### config.mk
export PLATFORM = sky130hd
export DESIGN_NAME = ism_top
export DESIGN_NICKNAME = d
export VERILOG_FILES = /design/src/rtl/ism_pkg.sv /design/src/rtl/ism_decode.sv /design/src/rtl/ism_ms_timer.sv /design/src/rtl/ism_top.sv
export SDC_FILE = /design/constraint.sdc
export NUM_CORES = 2
export LEC_CHECK = 0
export ABC_CLOCK_PERIOD_IN_PS = 7140
export BUFFER_PORTS_ARGS = -buffer_cell sky130_fd_sc_hd__buf_4
export CAP_MARGIN = 40
export CORE_MARGIN = 2
export CORE_UTILIZATION = 24
export CTS_CLUSTER_DIAMETER = 40
export CTS_CLUSTER_SIZE = 12
export DETAILED_ROUTE_END_ITERATION = 10
export GPL_TIMING_DRIVEN = 0
export HOLD_SLACK_MARGIN = 0.1
export PLACE_DENSITY = 0.49
export SLEW_MARGIN = 20
export SYNTH_ARGS = -nofsm -noshare
export SYNTH_HDL_FRONTEND = slang
export SYNTH_SLANG_ARGS = --single-unit
### constraint.sdc
create_clock -name aclk -period 7.14 [get_ports aclk]
set_input_delay 0.714 -clock aclk [delete_from_list [all_inputs] [get_ports aclk]]
set_output_delay 0.714 -clock aclk [all_outputs]
set_load 0.005 [all_outputs]
### src/rtl/ism_pkg.sv
package ism_pkg;

    // ========================================================
    // Sizes
    localparam int ISM_NUM_INST = 5;
    localparam int ISM_SIGS_PER_INST = 4;
    localparam int ISM_LABEL_CHARS = 32;
    localparam int ISM_LABEL_WORDS = ISM_LABEL_CHARS / 4;
    localparam int ISM_EVT_DEPTH = 16;
    localparam int ISM_STAMP_W = 32;
    localparam int ISM_CODE_W = 6;
    localparam int ISM_ADDR_W = 12;

    // ========================================================
    // Timing
    localparam int ISM_CLK_PERIOD_NS = 25;
    localparam int ISM_STAMP_RES_MS = 1;
    localparam int ISM_CYCLES_PER_MS = ISM_STAMP_RES_MS * 1000000 / ISM_CLK_PERIOD_NS;

    // ========================================================
    // Register map, byte addresses
    localparam logic [11:0] ISM_OFS_CTRL = 12'h000;
    localparam logic [11:0] ISM_OFS_STATE = 12'h004;
    localparam logic [11:0] ISM_OFS_ON_MASK = 12'h008;
    localparam logic [11:0] ISM_OFS_OFF_MASK = 12'h00c;
    localparam logic [11:0] ISM_OFS_IRQ_STATUS = 12'h010;
    localparam logic [11:0] ISM_OFS_IRQ_CLEAR = 12'h014;
    localparam logic [11:0] ISM_OFS_IRQ_ENABLE = 12'h018;
    localparam logic [11:0] ISM_OFS_TIME = 12'h01c;
    localparam logic [11:0] ISM_OFS_EVT_INFO = 12'h020;
    localparam logic [11:0] ISM_OFS_EVT_STAMP = 12'h024;
    localparam logic [11:0] ISM_OFS_EVT_POP = 12'h028;
    localparam logic [3:0] ISM_LABEL_PAGE = 4'h1;

    // ========================================================
    // Field positions and reset values
    localparam int ISM_CTRL_RUN = 0;
    localparam int ISM_SIG_INTER = 0;
    localparam int ISM_SIG_OPEN = 1;
    localparam int ISM_SIG_CLOSED = 2;
    localparam int ISM_SIG_BAD = 3;
    localparam int ISM_IRQ_W = 2;
    localparam int ISM_IRQ_STORED = 0;
    localparam int ISM_IRQ_OVERFLOW = 1;
    localparam int ISM_INFO_VALID = 31;
    localparam int ISM_INFO_COUNT = 16;
    localparam logic [31:0] ISM_MASK_RST = 32'h0000_0000;
    localparam logic [1:0] ISM_RESP_OKAY = 2'h0;
    localparam logic [1:0] ISM_RESP_SLVERR = 2'h2;

    // ========================================================
    // Position states
    typedef enum logic [1:0] {
        ISM_INTERMEDIATE = 2'b00,
        ISM_OPEN = 2'b01,
        ISM_CLOSED = 2'b10,
        ISM_BAD = 2'b11
    } ism_state_t;

endpackage

### src/rtl/ism_decode.sv
`timescale 1ns/1ps
`default_nettype none
module ism_decode
    import ism_pkg::*;
(
    // Synchronised position contacts
    input wire logic open_pos,
    input wire logic closed_pos,
    // Decoded position
    output ism_state_t state,
    output logic [ISM_SIGS_PER_INST-1:0] status
);

    // ========================================================
    // Decode
    assign status[ISM_SIG_INTER] = !open_pos && !closed_pos;
    assign status[ISM_SIG_OPEN] = open_pos && !closed_pos;
    assign status[ISM_SIG_CLOSED] = closed_pos && !open_pos;
    assign status[ISM_SIG_BAD] = open_pos && closed_pos;

    always_comb begin
        if (status[ISM_SIG_BAD]) begin
            state = ISM_BAD;
        end else if (status[ISM_SIG_OPEN]) begin
            state = ISM_OPEN;
        end else if (status[ISM_SIG_CLOSED]) begin
            state = ISM_CLOSED;
        end else begin
            state = ISM_INTERMEDIATE;
        end
    end

endmodule
`default_nettype wire

### src/rtl/ism_ms_timer.sv
`timescale 1ns/1ps
`default_nettype none
module ism_ms_timer
    import ism_pkg::*;
#(
    parameter int CYCLES_PER_MS = ISM_CYCLES_PER_MS
) (
    // Clock and reset
    input wire logic aclk,
    input wire logic aresetn,
    // Time base
    output logic tick,
    output logic [ISM_STAMP_W-1:0] ms_count
);

    // Works with as little as one cycle per tick
    localparam int DIV_W = $clog2(CYCLES_PER_MS + 1);

    logic [DIV_W-1:0] div;
    wire logic div_end = div == DIV_W'(CYCLES_PER_MS - 1);

    // ========================================================
    // Divider and millisecond count
    always_ff @(posedge aclk) begin
        if (!aresetn) begin
            div <= '0;
            tick <= 1'b0;
            ms_count <= '0;
        end else begin
            div <= div_end ? '0 : div + 1'b1;
            tick <= div_end;
            if (div_end) begin
                ms_count <= ms_count + 1'b1;
            end
        end
    end

    ms_step_a: assert property (@(posedge aclk) disable iff (!aresetn)
        tick |-> ms_count == $past(ms_count) + 1'b1)
        else $error("millisecond count did not step with tick");

    ms_hold_a: assert property (@(posedge aclk) disable iff (!aresetn)
        (!tick && $past(aresetn)) |-> $stable(ms_count))
        else $error("millisecond count moved between ticks");

endmodule
`default_nettype wire

### src/rtl/ism_top.sv
// The AXI4-Lite register port and the placing of the registers were left to the implementer.
`timescale 1ns/1ps
`default_nettype none
// Notes on behaviour
// - Neither contact active gives the intermediate state.
// - Both contacts active together give the bad state.
// - Open contact at one means the switch is open.
// - Closed contact at one means the switch is closed.
// - Each of the four status signals makes separate on and off events.
// - Every stored event carries a millisecond time stamp.
// - Per-event on and off enables choose which edges are stored.
// - Five independent instances, four status events each.
// - Each instance keeps a label of up to thirty-two characters.
// - Settings change only while monitoring is stopped.
// - Indication only; no command outputs towards the switch.
module ism_top
    import ism_pkg::*;
#(
    parameter int NUM_INST = ISM_NUM_INST,
    parameter int EVT_DEPTH = ISM_EVT_DEPTH,
    parameter int CYCLES_PER_MS = ISM_CYCLES_PER_MS
) (
    // Clock and reset
    input wire logic aclk,
    input wire logic aresetn,
    // AXI4-Lite write address and data
    input wire logic [ISM_ADDR_W-1:0] awaddr,
    input wire logic [2:0] awprot,
    input wire logic awvalid,
    output logic awready,
    input wire logic [31:0] wdata,
    input wire logic [3:0] wstrb,
    input wire logic wvalid,
    output logic wready,
    // AXI4-Lite write response
    output logic [1:0] bresp,
    output logic bvalid,
    input wire logic bready,
    // AXI4-Lite read
    input wire logic [ISM_ADDR_W-1:0] araddr,
    input wire logic [2:0] arprot,
    input wire logic arvalid,
    output logic arready,
    output logic [31:0] rdata,
    output logic [1:0] rresp,
    output logic rvalid,
    input wire logic rready,
    // Position contacts, asynchronous
    input wire logic [NUM_INST-1:0] pos_open,
    input wire logic [NUM_INST-1:0] pos_closed,
    // Indication only, no command outputs
    output logic [2*NUM_INST-1:0] ind_state,
    output logic irq
);

    localparam int NUM_EV = NUM_INST * ISM_SIGS_PER_INST;
    localparam int NUM_LBL = NUM_INST * ISM_LABEL_WORDS;
    localparam int PTR_W = $clog2(EVT_DEPTH) + 1;

    // ========================================================
    // Functions
    function automatic logic [31:0] merge(input logic [31:0] old, input logic [31:0] nw,
                                          input logic [3:0] strb);
        logic [31:0] res;
        res = old;
        for (int b = 0; b < 4; b++) begin
            if (strb[b]) begin
                res[8*b+:8] = nw[8*b+:8];
            end
        end
        return res;
    endfunction

    // Lowest set bit wins, so on edges drain before off edges
    function automatic logic [6:0] first_set(input logic [2*NUM_EV-1:0] v);
        logic [6:0] res;
        res = '0;
        for (int i = 2 * NUM_EV - 1; i >= 0; i--) begin
            if (v[i]) begin
                res = {1'b1, 6'(i)};
            end
        end
        return res;
    endfunction

    // ========================================================
    // Input synchronisers
    logic [NUM_INST-1:0] open_s1, open_s2, closed_s1, closed_s2;

    always_ff @(posedge aclk) begin
        if (!aresetn) begin
            open_s1 <= '0;
            open_s2 <= '0;
            closed_s1 <= '0;
            closed_s2 <= '0;
        end else begin
            open_s1 <= pos_open;
            open_s2 <= open_s1;
            closed_s1 <= pos_closed;
            closed_s2 <= closed_s1;
        end
    end

    // ========================================================
    // Per-instance decode
    logic [2*NUM_INST-1:0] state_now;
    logic [NUM_EV-1:0] status_now;
    logic [NUM_EV-1:0] status_q;

    for (genvar gi = 0; gi < NUM_INST; gi++) begin : g_inst
        ism_decode u_dec (
            .open_pos(open_s2[gi]),
            .closed_pos(closed_s2[gi]),
            .state(state_now[2*gi+:2]),
            .status(status_now[4*gi+:4])
        );

        inter_decode_a: assert property (@(posedge aclk) disable iff (!aresetn)
            (!open_s2[gi] && !closed_s2[gi]) |=> ind_state[2*gi+:2] == ISM_INTERMEDIATE)
            else $error("no contact active but state not intermediate");

        bad_decode_a: assert property (@(posedge aclk) disable iff (!aresetn)
            (open_s2[gi] && closed_s2[gi]) |=> ind_state[2*gi+:2] == ISM_BAD)
            else $error("both contacts active but state not bad");

        open_decode_a: assert property (@(posedge aclk) disable iff (!aresetn)
            (open_s2[gi] && !closed_s2[gi]) |=> ind_state[2*gi+:2] == ISM_OPEN)
            else $error("open contact alone but state not open");

        closed_decode_a: assert property (@(posedge aclk) disable iff (!aresetn)
            (!open_s2[gi] && closed_s2[gi]) |=> ind_state[2*gi+:2] == ISM_CLOSED)
            else $error("closed contact alone but state not closed");
    end

    always_ff @(posedge aclk) begin
        if (!aresetn) begin
            ind_state <= '0;
            status_q <= {NUM_INST{ISM_SIGS_PER_INST'(1 << ISM_SIG_INTER)}};
        end else begin
            ind_state <= state_now;
            status_q <= status_now;
        end
    end

    wire logic [NUM_EV-1:0] on_edge = status_now & ~status_q;
    wire logic [NUM_EV-1:0] off_edge = ~status_now & status_q;

    // ========================================================
    // Time base
    logic ms_tick;
    logic [ISM_STAMP_W-1:0] ms_count;

    ism_ms_timer #(
        .CYCLES_PER_MS(CYCLES_PER_MS)
    ) u_timer (
        .aclk(aclk),
        .aresetn(aresetn),
        .tick(ms_tick),
        .ms_count(ms_count)
    );

    // ========================================================
    // Settings and status registers
    logic run;
    logic [NUM_EV-1:0] on_mask, off_mask;
    logic [ISM_IRQ_W-1:0] irq_status, irq_en;
    logic [31:0] label_mem [0:NUM_LBL-1];

    // ========================================================
    // Write channel
    logic [ISM_ADDR_W-1:0] wr_addr;
    logic [31:0] wr_data;
    logic [3:0] wr_strb;

    wire logic do_write = !awready && !wready && !bvalid;
    wire logic sel_ctrl = wr_addr == ISM_OFS_CTRL;
    wire logic sel_on = wr_addr == ISM_OFS_ON_MASK;
    wire logic sel_off = wr_addr == ISM_OFS_OFF_MASK;
    wire logic sel_clr = wr_addr == ISM_OFS_IRQ_CLEAR;
    wire logic sel_ien = wr_addr == ISM_OFS_IRQ_ENABLE;
    wire logic sel_pop = wr_addr == ISM_OFS_EVT_POP;
    wire logic sel_lbl = wr_addr[11:8] == ISM_LABEL_PAGE && wr_addr[7:2] < 6'(NUM_LBL);
    wire logic [5:0] lbl_wr_idx = wr_addr[7:2];
    // Settings are frozen while monitoring runs
    wire logic cfg_sel = sel_on || sel_off || sel_lbl;
    wire logic wr_ok = (cfg_sel && !run) || sel_ctrl || sel_clr || sel_ien || sel_pop;
    wire logic wr_eff = do_write && wr_ok;

    always_ff @(posedge aclk) begin
        if (!aresetn) begin
            awready <= 1'b1;
            wready <= 1'b1;
            bvalid <= 1'b0;
            bresp <= ISM_RESP_OKAY;
            wr_addr <= '0;
            wr_data <= '0;
            wr_strb <= '0;
        end else begin
            if (awvalid && awready) begin
                awready <= 1'b0;
                wr_addr <= awaddr;
            end
            if (wvalid && wready) begin
                wready <= 1'b0;
                wr_data <= wdata;
                wr_strb <= wstrb;
            end
            if (do_write) begin
                bvalid <= 1'b1;
                bresp <= wr_ok ? ISM_RESP_OKAY : ISM_RESP_SLVERR;
            end
            if (bvalid && bready) begin
                bvalid <= 1'b0;
                awready <= 1'b1;
                wready <= 1'b1;
            end
        end
    end

    // ========================================================
    // Event capture and buffer
    logic [NUM_EV-1:0] pend_on, pend_off;
    logic [ISM_CODE_W-1:0] mem_code [0:EVT_DEPTH-1];
    logic [ISM_STAMP_W-1:0] mem_stamp [0:EVT_DEPTH-1];
    logic [PTR_W-1:0] wr_ptr, rd_ptr;

    wire logic [6:0] pick = first_set({pend_off, pend_on});
    wire logic pick_valid = pick[6];
    wire logic [5:0] pick_idx = pick[5:0];
    wire logic [5:0] off_idx = pick_idx - 6'(NUM_EV);
    wire logic [ISM_CODE_W-1:0] pick_code = (pick_idx < 6'(NUM_EV)) ?
        {1'b0, pick_idx[4:0]} : {1'b1, off_idx[4:0]};
    wire logic [2*NUM_EV-1:0] take_vec = pick_valid ?
        ({{(2*NUM_EV-1){1'b0}}, 1'b1} << pick_idx) : '0;
    wire logic [PTR_W-1:0] fill = wr_ptr - rd_ptr;
    wire logic empty = wr_ptr == rd_ptr;
    wire logic full = fill == PTR_W'(EVT_DEPTH);
    wire logic push = pick_valid && !full;
    // A full buffer drops the lowest-numbered pending edge rather than stalling capture
    wire logic drop = pick_valid && full;
    wire logic pop = wr_eff && sel_pop && !empty;
    wire logic [PTR_W-2:0] wr_idx = wr_ptr[PTR_W-2:0];
    wire logic [PTR_W-2:0] rd_idx = rd_ptr[PTR_W-2:0];

    // New edges OR in after the take, so a new edge on the bit being taken stays pending
    wire logic [NUM_EV-1:0] next_pend_on = (pend_on & ~take_vec[NUM_EV-1:0]) |
        (run ? (on_edge & on_mask) : '0);
    wire logic [NUM_EV-1:0] next_pend_off = (pend_off & ~take_vec[2*NUM_EV-1:NUM_EV]) |
        (run ? (off_edge & off_mask) : '0);

    always_ff @(posedge aclk) begin
        if (!aresetn) begin
            pend_on <= '0;
            pend_off <= '0;
            wr_ptr <= '0;
            rd_ptr <= '0;
        end else begin
            pend_on <= next_pend_on;
            pend_off <= next_pend_off;
            if (push) begin
                wr_ptr <= wr_ptr + 1'b1;
            end
            if (pop) begin
                rd_ptr <= rd_ptr + 1'b1;
            end
        end
    end

    always_ff @(posedge aclk) begin
        if (push) begin
            mem_code[wr_idx] <= pick_code;
            mem_stamp[wr_idx] <= ms_count;
        end
    end

    // ========================================================
    // Register updates and interrupt
    wire logic [ISM_IRQ_W-1:0] irq_set = {drop, push};
    wire logic [ISM_IRQ_W-1:0] irq_clr = (wr_eff && sel_clr) ? wr_data[ISM_IRQ_W-1:0] : '0;
    wire logic [31:0] on_new = merge(32'(on_mask), wr_data, wr_strb);
    wire logic [31:0] off_new = merge(32'(off_mask), wr_data, wr_strb);

    always_ff @(posedge aclk) begin
        if (!aresetn) begin
            run <= 1'b0;
            on_mask <= NUM_EV'(ISM_MASK_RST);
            off_mask <= NUM_EV'(ISM_MASK_RST);
            irq_en <= '0;
            irq_status <= '0;
            irq <= 1'b0;
        end else begin
            if (wr_eff && sel_ctrl && wr_strb[0]) begin
                run <= wr_data[ISM_CTRL_RUN];
            end
            if (wr_eff && sel_on) begin
                on_mask <= on_new[NUM_EV-1:0];
            end
            if (wr_eff && sel_off) begin
                off_mask <= off_new[NUM_EV-1:0];
            end
            if (wr_eff && sel_ien && wr_strb[0]) begin
                irq_en <= wr_data[ISM_IRQ_W-1:0];
            end
            irq_status <= (irq_status & ~irq_clr) | irq_set;
            irq <= |(irq_status & irq_en);
        end
    end

    always_ff @(posedge aclk) begin
        if (!aresetn) begin
            for (int i = 0; i < NUM_LBL; i++) begin
                label_mem[i] <= '0;
            end
        end else if (wr_eff && sel_lbl) begin
            label_mem[lbl_wr_idx] <= merge(label_mem[lbl_wr_idx], wr_data, wr_strb);
        end
    end

    // ========================================================
    // Read channel
    logic [31:0] rd_word;
    logic rd_hit;
    wire logic [5:0] lbl_rd_idx = araddr[7:2];

    always_comb begin
        rd_word = '0;
        rd_hit = 1'b1;
        if (araddr == ISM_OFS_CTRL) begin
            rd_word[ISM_CTRL_RUN] = run;
        end else if (araddr == ISM_OFS_STATE) begin
            rd_word = 32'(ind_state);
        end else if (araddr == ISM_OFS_ON_MASK) begin
            rd_word = 32'(on_mask);
        end else if (araddr == ISM_OFS_OFF_MASK) begin
            rd_word = 32'(off_mask);
        end else if (araddr == ISM_OFS_IRQ_STATUS) begin
            rd_word = 32'(irq_status);
        end else if (araddr == ISM_OFS_IRQ_ENABLE) begin
            rd_word = 32'(irq_en);
        end else if (araddr == ISM_OFS_TIME) begin
            rd_word = ms_count;
        end else if (araddr == ISM_OFS_EVT_INFO) begin
            rd_word[ISM_INFO_VALID] = !empty;
            rd_word[ISM_INFO_COUNT+:8] = 8'(fill);
            rd_word[ISM_CODE_W-1:0] = empty ? '0 : mem_code[rd_idx];
        end else if (araddr == ISM_OFS_EVT_STAMP) begin
            rd_word = empty ? '0 : mem_stamp[rd_idx];
        end else if (araddr[11:8] == ISM_LABEL_PAGE && lbl_rd_idx < 6'(NUM_LBL)) begin
            rd_word = label_mem[lbl_rd_idx];
        end else begin
            rd_hit = 1'b0;
        end
    end

    always_ff @(posedge aclk) begin
        if (!aresetn) begin
            arready <= 1'b1;
            rvalid <= 1'b0;
            rdata <= '0;
            rresp <= ISM_RESP_OKAY;
        end else begin
            if (arvalid && arready) begin
                arready <= 1'b0;
                rvalid <= 1'b1;
                rdata <= rd_word;
                rresp <= rd_hit ? ISM_RESP_OKAY : ISM_RESP_SLVERR;
            end
            if (rvalid && rready) begin
                rvalid <= 1'b0;
                arready <= 1'b1;
            end
        end
    end

    // ========================================================
    // Checks
    for (genvar ge = 0; ge < NUM_EV; ge++) begin : g_ev_chk
        on_event_a: assert property (@(posedge aclk) disable iff (!aresetn)
            (run && on_edge[ge] && on_mask[ge]) |=> pend_on[ge])
            else $error("enabled on edge not captured");

        off_event_a: assert property (@(posedge aclk) disable iff (!aresetn)
            (run && off_edge[ge] && off_mask[ge]) |=> pend_off[ge])
            else $error("enabled off edge not captured");

        mask_gate_a: assert property (@(posedge aclk) disable iff (!aresetn)
            (!on_mask[ge] && !pend_on[ge] && !off_mask[ge] && !pend_off[ge])
            |=> (!pend_on[ge] && !pend_off[ge]))
            else $error("masked edge reached the event buffer");
    end

    push_stamp_a: assert property (@(posedge aclk) disable iff (!aresetn)
        push |=> mem_stamp[$past(wr_idx)] == $past(ms_count))
        else $error("stored event stamp differs from time base");

    cfg_lock_a: assert property (@(posedge aclk) disable iff (!aresetn)
        (run && do_write && cfg_sel) |=> ($stable(on_mask) && $stable(off_mask) && bresp == ISM_RESP_SLVERR))
        else $error("setting changed while monitoring runs");

    label_store_a: assert property (@(posedge aclk) disable iff (!aresetn)
        (wr_eff && sel_lbl && wr_strb == 4'hf) |=> label_mem[$past(lbl_wr_idx)] == $past(wr_data))
        else $error("label word not stored");

    irq_level_a: assert property (@(posedge aclk) disable iff (!aresetn)
        (irq_status & irq_en) != '0 |=> irq)
        else $error("enabled status bit did not raise interrupt");

endmodule
`default_nettype wire
* After elaboration in Yosys (flattened, before gate mapping)
Memory sizes are Yosys's and may differ from the RTL's. A register that Yosys moved wholly into a read port is not among the register bits.
Cells that the tools add are included.
** Operators by class
- Add/sub/neg operators :: 6
- Reduce and logical (&&, ||, !) cells :: 82
- Shift-type cells :: 1
- Magnitude comparators :: 3
- Bitwise logic cells :: 17
- Equality and inequality tests :: 22
- Mux-type cells :: 114
** Operators by type and width (number)
- 2-to-1 mux 32 bit :: 10
- 2-to-1 mux 7 bit :: 41
- bitwise AND 20 bit :: 6
- 2-to-1 mux 8 bit :: 13
- NOT 20 bit :: 4
- == test 12 x 5 -> 1 bit (second input constant) :: 5
- == test 12 x 4 -> 1 bit (second input constant) :: 4
- logical AND 1 bit :: 43
- 2-to-1 mux 20 bit :: 2
- 2-to-1 mux 40 bit :: 1
- OR 20 bit :: 2
- left shift 1 x 6 -> 40 bit (first input constant) :: 1
- == test 12 x 6 -> 1 bit (second input constant) :: 3
- 2-to-1 mux 2 bit :: 18
- adder 32 x 1 -> 32 bit (second input constant) :: 1
- OR reduction 32 bit :: 1
- 2-to-1 mux 31 bit :: 1
- zero test 12 bit :: 2
- 2-to-1 mux 6 bit :: 4
- 2-to-1 mux 4 bit :: 5
- AND reduction 2 bit :: 10
- 2-to-1 mux 1 bit :: 18
- adder 16 x 1 -> 16 bit (second input constant) :: 1
- == test 16 bit (second input constant) :: 1
- other kinds (18) :: 48
** Word-level totals
- Bits in registers :: 283
- Logic and storage cells :: 281
- Output and inout port bits :: 52
- Memories kept :: 3
- RAM bits :: 1888
- Input bits :: 83
** Memories
- label_mem :: depth 40, bits a word 32, read ports 1, clocked after memory_dff 0, write ports 40, line ism_top.sv:167 : logic [31:0] label_mem [0:NUM_LBL-1];
- mem_stamp :: depth 16, bits a word 32, read ports 1, clocked after memory_dff 1, write ports 1, line ism_top.sv:224 : logic [ISM_STAMP_W-1:0] mem_stamp [0:EVT_DEPTH-1];
- mem_code :: depth 16, bits a word 6, read ports 1, clocked after memory_dff 1, write ports 1, line ism_top.sv:223 : logic [ISM_CODE_W-1:0] mem_code [0:EVT_DEPTH-1];

* Logic depth before layout (Yosys ltp)
- Word-level depth :: 45
- Mapped depth :: 11

* By module
A second synthesis with hierarchy kept.
** Unflattened totals
- Cells, all modules :: 6646
- Area, all modules :: 98742.2 sq um
** Modules (own cells, without submodules)
- ism_top :: area an instance 96120.9 sq um, times used 1, cells an instance 6349
- ism_ms_timer :: area an instance 2452.4 sq um, times used 1, cells an instance 267
- ism_decode :: area an instance 33.8 sq um, times used 5, cells an instance 6

* Worst setup path before layout
Ideal clock, no wire load.
- Kind :: register -> register
- From :: register wr_ptr[0]
- To :: memory mem_code[3][0], enable pin
- Cell stages (with the launch flop) :: 11
- Data arrival time :: 4654 ps
- Path slack :: 2005 ps
- Cell sequence :: dfxtp_1 -> inv_1 -> ha_1 -> inv_1 -> fa_1 -> a21o_1 -> a21oi_1 -> xor2_1 -> a31oi_2 -> nand2_1 -> nor3_1
** On the way
- Longest elaborated chain between the ends :: 6
** Ends and longest elaborated chain
- start: declaration :: line ism_top.sv:225 : logic [PTR_W-1:0] wr_ptr, rd_ptr;
- start signal: assignment :: line ism_top.sv:261 : wr_ptr <= wr_ptr + 1'b1;
- subtractor 5 bit :: line ism_top.sv:235 : wire logic [PTR_W-1:0] fill = wr_ptr - rd_ptr;
- == test 5 bit :: line ism_top.sv:237 : wire logic full = fill == PTR_W'(EVT_DEPTH);
- zero test 1 bit :: line ism_top.sv:238 : wire logic push = pick_valid && !full;
- logical AND 1 bit :: line ism_top.sv:238
- 2-to-1 mux 1 bit :: line ism_top.sv:270 : if (push) begin
- 2-to-1 mux 1 bit (not written as such) :: line ism_top.sv:271 : mem_code[wr_idx] <= pick_code;
- end: declaration :: line ism_top.sv:223
Parallel ways exist; a longest one is shown, timed or not.

* Worst setup path in the final report
- From :: input araddr[4]
- To :: register rdata[29]
** On the way
- Longest elaborated chain between the ends :: 12
** Ends and longest elaborated chain
- start: declaration :: line ism_top.sv:40 : input wire logic [ISM_ADDR_W-1:0] araddr,
- branches (longest 11 deep; another with memory (40 x 32 bit))
- 2-to-1 mux 31 bit (*) :: line ism_top.sv:328 : if (araddr == ISM_OFS_CTRL) begin
- end signal: assignment :: line ism_top.sv:365 : rdata <= rd_word;
- end: declaration :: line ism_top.sv:44 : output logic [31:0] rdata,
Mark *: on every way between the ends.
A chain may end at the register's enable or synchronous reset.

==> results.md <==
- XOR/XNOR Fraction of Synth Area: 0.443%
- Synth Area in Simple Gates: 8.61%
- Number of warnings issued by yosys: 0
- Setup Crit Path Kind: in2reg
- Cts repair resizes: 0
- Core Box Area: 452000 µm²
- Initial standard-cell utilization of the core: 24.1%
- Tot GR Track Use: 18.8%
- Routed WL: 446000 µm
- First drt pass iteration count: 8
- Share of synthesized cell area in full adder, half adder and majority cells: 0.156%
- Dominant combinational cell family by area after synthesis: multiplexers
- Initial antenna violation count: 50
- Required time worst endpoint: 7.91 ns
- Top_reg_cell synth: sky130_fd_sc_hd__edfxtp_1
- Final total negative setup slack: 0 ns
- Commonest cells after routing, fill and taps aside: sky130_fd_sc_hd__edfxtp_1, sky130_fd_sc_hd__nor2_1, sky130_fd_sc_hd__mux4_2, sky130_fd_sc_hd__conb_1, sky130_fd_sc_hd__clkbuf_1
- Sort of element at the end of the critical path: register
- Wire length of the first global-routing pass: 595000 µm
- Post-layout nets: 8617
- Weighted congestion reported at the end of routability-driven placement: 1.01
- Smallest setup slack after layout: 2.65 ns
- Vias per cell: 4.96
- Mapped cell area: 109000 µm²
- Max-capacitance violation count: 0
- Net switching power figure: 9.19 mW
- Critical path buffers and inverters: 7
- Quantity of I/O buffers inserted on ports: 124
- Post-synthesis area per instance: 15.3 µm²
- CTS Root Cell: sky130_fd_sc_hd__clkbuf_16
- Cell Rows: 247
- Logic pwr share: 5.7%
- Arrival time of the worst setup path: 5.26 ns
- Synthesized netlist cell count: 7118
- Relative slew margins: 24.6%
- DIE HEIGHT: 677 µm
- Worst-path cell chain: buf_4, buf_2, buf_2, buf_2, buf_2, buf_2, mux4_2, o211ai_1, buf_4, o22ai_1
- Crit path launch type: input pin
- Run status: finished, final reports clean
- Post-route design area: 137000 µm²
- Overall Power: 39.5 mW
- Number of levels the H-tree was split into: 5
- Number of synthesized flops with an enable pin: 2336
- Number of global-route vias before repair: 71000
- Final setup viols: 0
- Worst min-delay path class: in2reg
- Largest delay share family, worst path: buffers and inverters
- Routed via count: 73700
- Slew of the pin with the lowest slew margin: 1.13 ns
- Peak supply drop: 0.000209 V
- Pin count of the biggest net entering global routing: 29
- Setup skew after layout: 0.0689 ns
- Sequential-to-total area share from yosys stat: 69.8%
- Cts bufs inserted: 383
- Minimum setup slack after placement: 2.08 ns
- Final hold viol count: 0
- Maximum operating frequency: 0.223 GHz
- Clock tree buffer depth: 4
- Total global routing overflow: 0
- Switching share of power: 23.3%
- TritonCTS clock tree: yes
- Slowest cell on the critical path: sky130_fd_sc_hd__buf_2
- Synth-to-layout area growth: 26.4%
- Non-filler cells, final: 14800
- Overall die width: 677 µm
- Distinct cells, synth: 88
- Most common library cell in the layout ignoring fill and taps: sky130_fd_sc_hd__edfxtp_1
- Slowest stage delay, CP: 0.81 ns
- Clock insertion delay at the later pin of the skew report: 0.95 ns
- Routed wire per std cell: 30.0 µm
- Internal portion of total power: 30.3 mW
- Instance area after placement: 123000 µm²
- Post-route clock period utilization: 62.9%
- Fraction of synthesized area in multiplexers: 14.5%
- Floorplan die area: 458000 µm²
- P_leak: 46.4 nW
- Fin crit period: 4.49 ns
- Number of sinks driven by the clock tree: 2621
- Number of remaining DRC errors: 0
- Dpl hpwl: 335000 µm
- Part of the power in registers: 43.6%
- Cell repeated most along the worst path: sky130_fd_sc_hd__buf_2
- Flops & latches, synth: 2621
- Top-level I/O count: 135
- Crit path max fanout: 11
- Initial DRC count: 10700
- Placed Cells: 14000
- Synth Area in Compound Gates: 4.16%
- Part of the total power dissipated in the clock network: 50.7%
- Share of final-layout standard cells stronger than drive strength 1: 23.5%
- Number of pins with negative max-slew slack in the final report: 0
- Share of synthesized registers carrying an async set or reset: 0%
- RSZ-0062 raised after global routing: false
- Filler cell count in the final layout: 45100
- Pwr per Cell Area: 287 nW/µm²
- Count of nets left with antenna violations after detail routing: 0
- Clock transition time at the flip-flop clock pins of the worst setup and hold paths: 0.06 ns
sequential cells by signal, indices dropped and copies added (netlist names), 4 cells and up, named ones only:
name	count
ind_state	10
u_timer.div	16
wr_strb	4
off_mask	20
wr_addr	12
wr_data	32
on_mask	20
mem_code	96
pend_on	20
closed_s1	5
pend_off	20
u_timer.ms_count	32
open_s2	5
mem_stamp	512
rdata	32
label_mem	1728
open_s1	5
wr_ptr	5
status_q	20
closed_s2	5
rd_ptr	5
through the flow:
stage                     hold WS, ns  utilization, %
final                           0.182            30.4
after global routing            0.182            30.4
after CTS                       0.140            30.3
after detailed placement        0.422            27.1
after global placement          0.429            26.3
after floorplan                 0.398               -
area by class of cell:
cell class	instances	area, µm²	share of cell area, %
antenna	32	80.1	0.0583
buffer	566	2490	1.81
clock buffer	420	9880	7.19
clock inverter	281	3650	2.65
inverter	44	165	0.120
multi-input combinational	4336	32300	23.5
sequential	2621	75900	55.2
tap	5976	7480	5.44
timing repair buffer	569	5610	4.08
final timing paths:
check / to / depth (start not counted) / slack (ns) / start
hold / removal: arready$_SDFFE_PP1P_ / 3 / 0.18 / arvalid
setup / recovery: rdata[29]$_SDFFE_PN0P_ / 10 / 2.65 / araddr[4]
setup reg to reg: label_mem[37][25]$_SDFFCE_PN0P_ / 8 / 2.74 / run$_SDFFE_PN0P_
hold reg to reg: closed_s2[0]$_SDFF_PN0_ / 1 / 0.43 / closed_s1[0]$_SDFF_PN0_
per-layer routing:
| metal | up-vias | GRT usage [%] | wire length (µm) |
|---|---|---|---|
| li1 | 29600 | - | - |
| met1 | 38200 | 23.5 | 168000 |
| met2 | 4685 | 28.7 | 196000 |
| met3 | 1209 | 5.30 | 48400 |
| met4 | 18 | 11.4 | 32700 |
| met5 | - | 0.260 | 239 |
power groups by stage:
stage                     Clock (mW)  Sequential [mW]  Combinational [mW]
after global placement             0             17.6                1.91
after global routing            20.8             17.3                2.27
after floorplan                    0             17.5               0.969
after detailed placement           0             17.6                2.10
final                           20.0             17.2                2.24
after CTS                       20.2             17.3                2.13
worst reg2reg max path: stages, from the launching register on:
cell,delay (ns)
sky130_fd_sc_hd__dfxtp_1,0.30
sky130_fd_sc_hd__clkbuf_1,0.60
sky130_fd_sc_hd__inv_2,0.37
sky130_fd_sc_hd__a31oi_1,0.74
sky130_fd_sc_hd__nor2_1,0.22
sky130_fd_sc_hd__nand2_1,0.40
sky130_fd_sc_hd__clkbuf_1,0.75
sky130_fd_sc_hd__o21ai_1,0.46
sky130_fd_sc_hd__buf_4,0.30
synth_stat cells (all sizes together) (10+ instances only):
cell type	instances	area, µm²
and3	25	156
a21oi	206	1030
nand2	394	1480
mux4	599	13500
edfxtp	2336	70100
mux2	52	586
ha	12	150
dfxtp	285	5710
inv	43	161
o21ai	288	1440
or2	10	62.6
mux2i	166	1660
a211oi	27	203
nand2b	17	106
buf	173	971
nor4	33	231
a221oi	29	254
o211ai	18	135
xor2	43	377
clkbuf	393	1480
nor3	63	335
or3	12	75.1
a22oi	24	180
o21a	11	82.6
xnor2	12	105
nand4	27	169
a31oi	16	106
nand3	53	265
nor2b	29	181
and2	43	269
nor2	1504	5650
o22ai	37	231
what timing repair did:
item,in CTS,in global routing
endpoints found under the hold margin,59,0
buffers inserted,0,0
hold buffers,59,0
cells by family after synthesis:
family,after synthesis
multiplexers,817
other,1
adder cells (fa/ha/maj),13
XOR/XNOR,55
buffers and inverters,610
flip-flops,2621
AO/OA/AOI/OAI,749
AND/OR/NAND/NOR,2252
(Power assumes the default switching activity.)
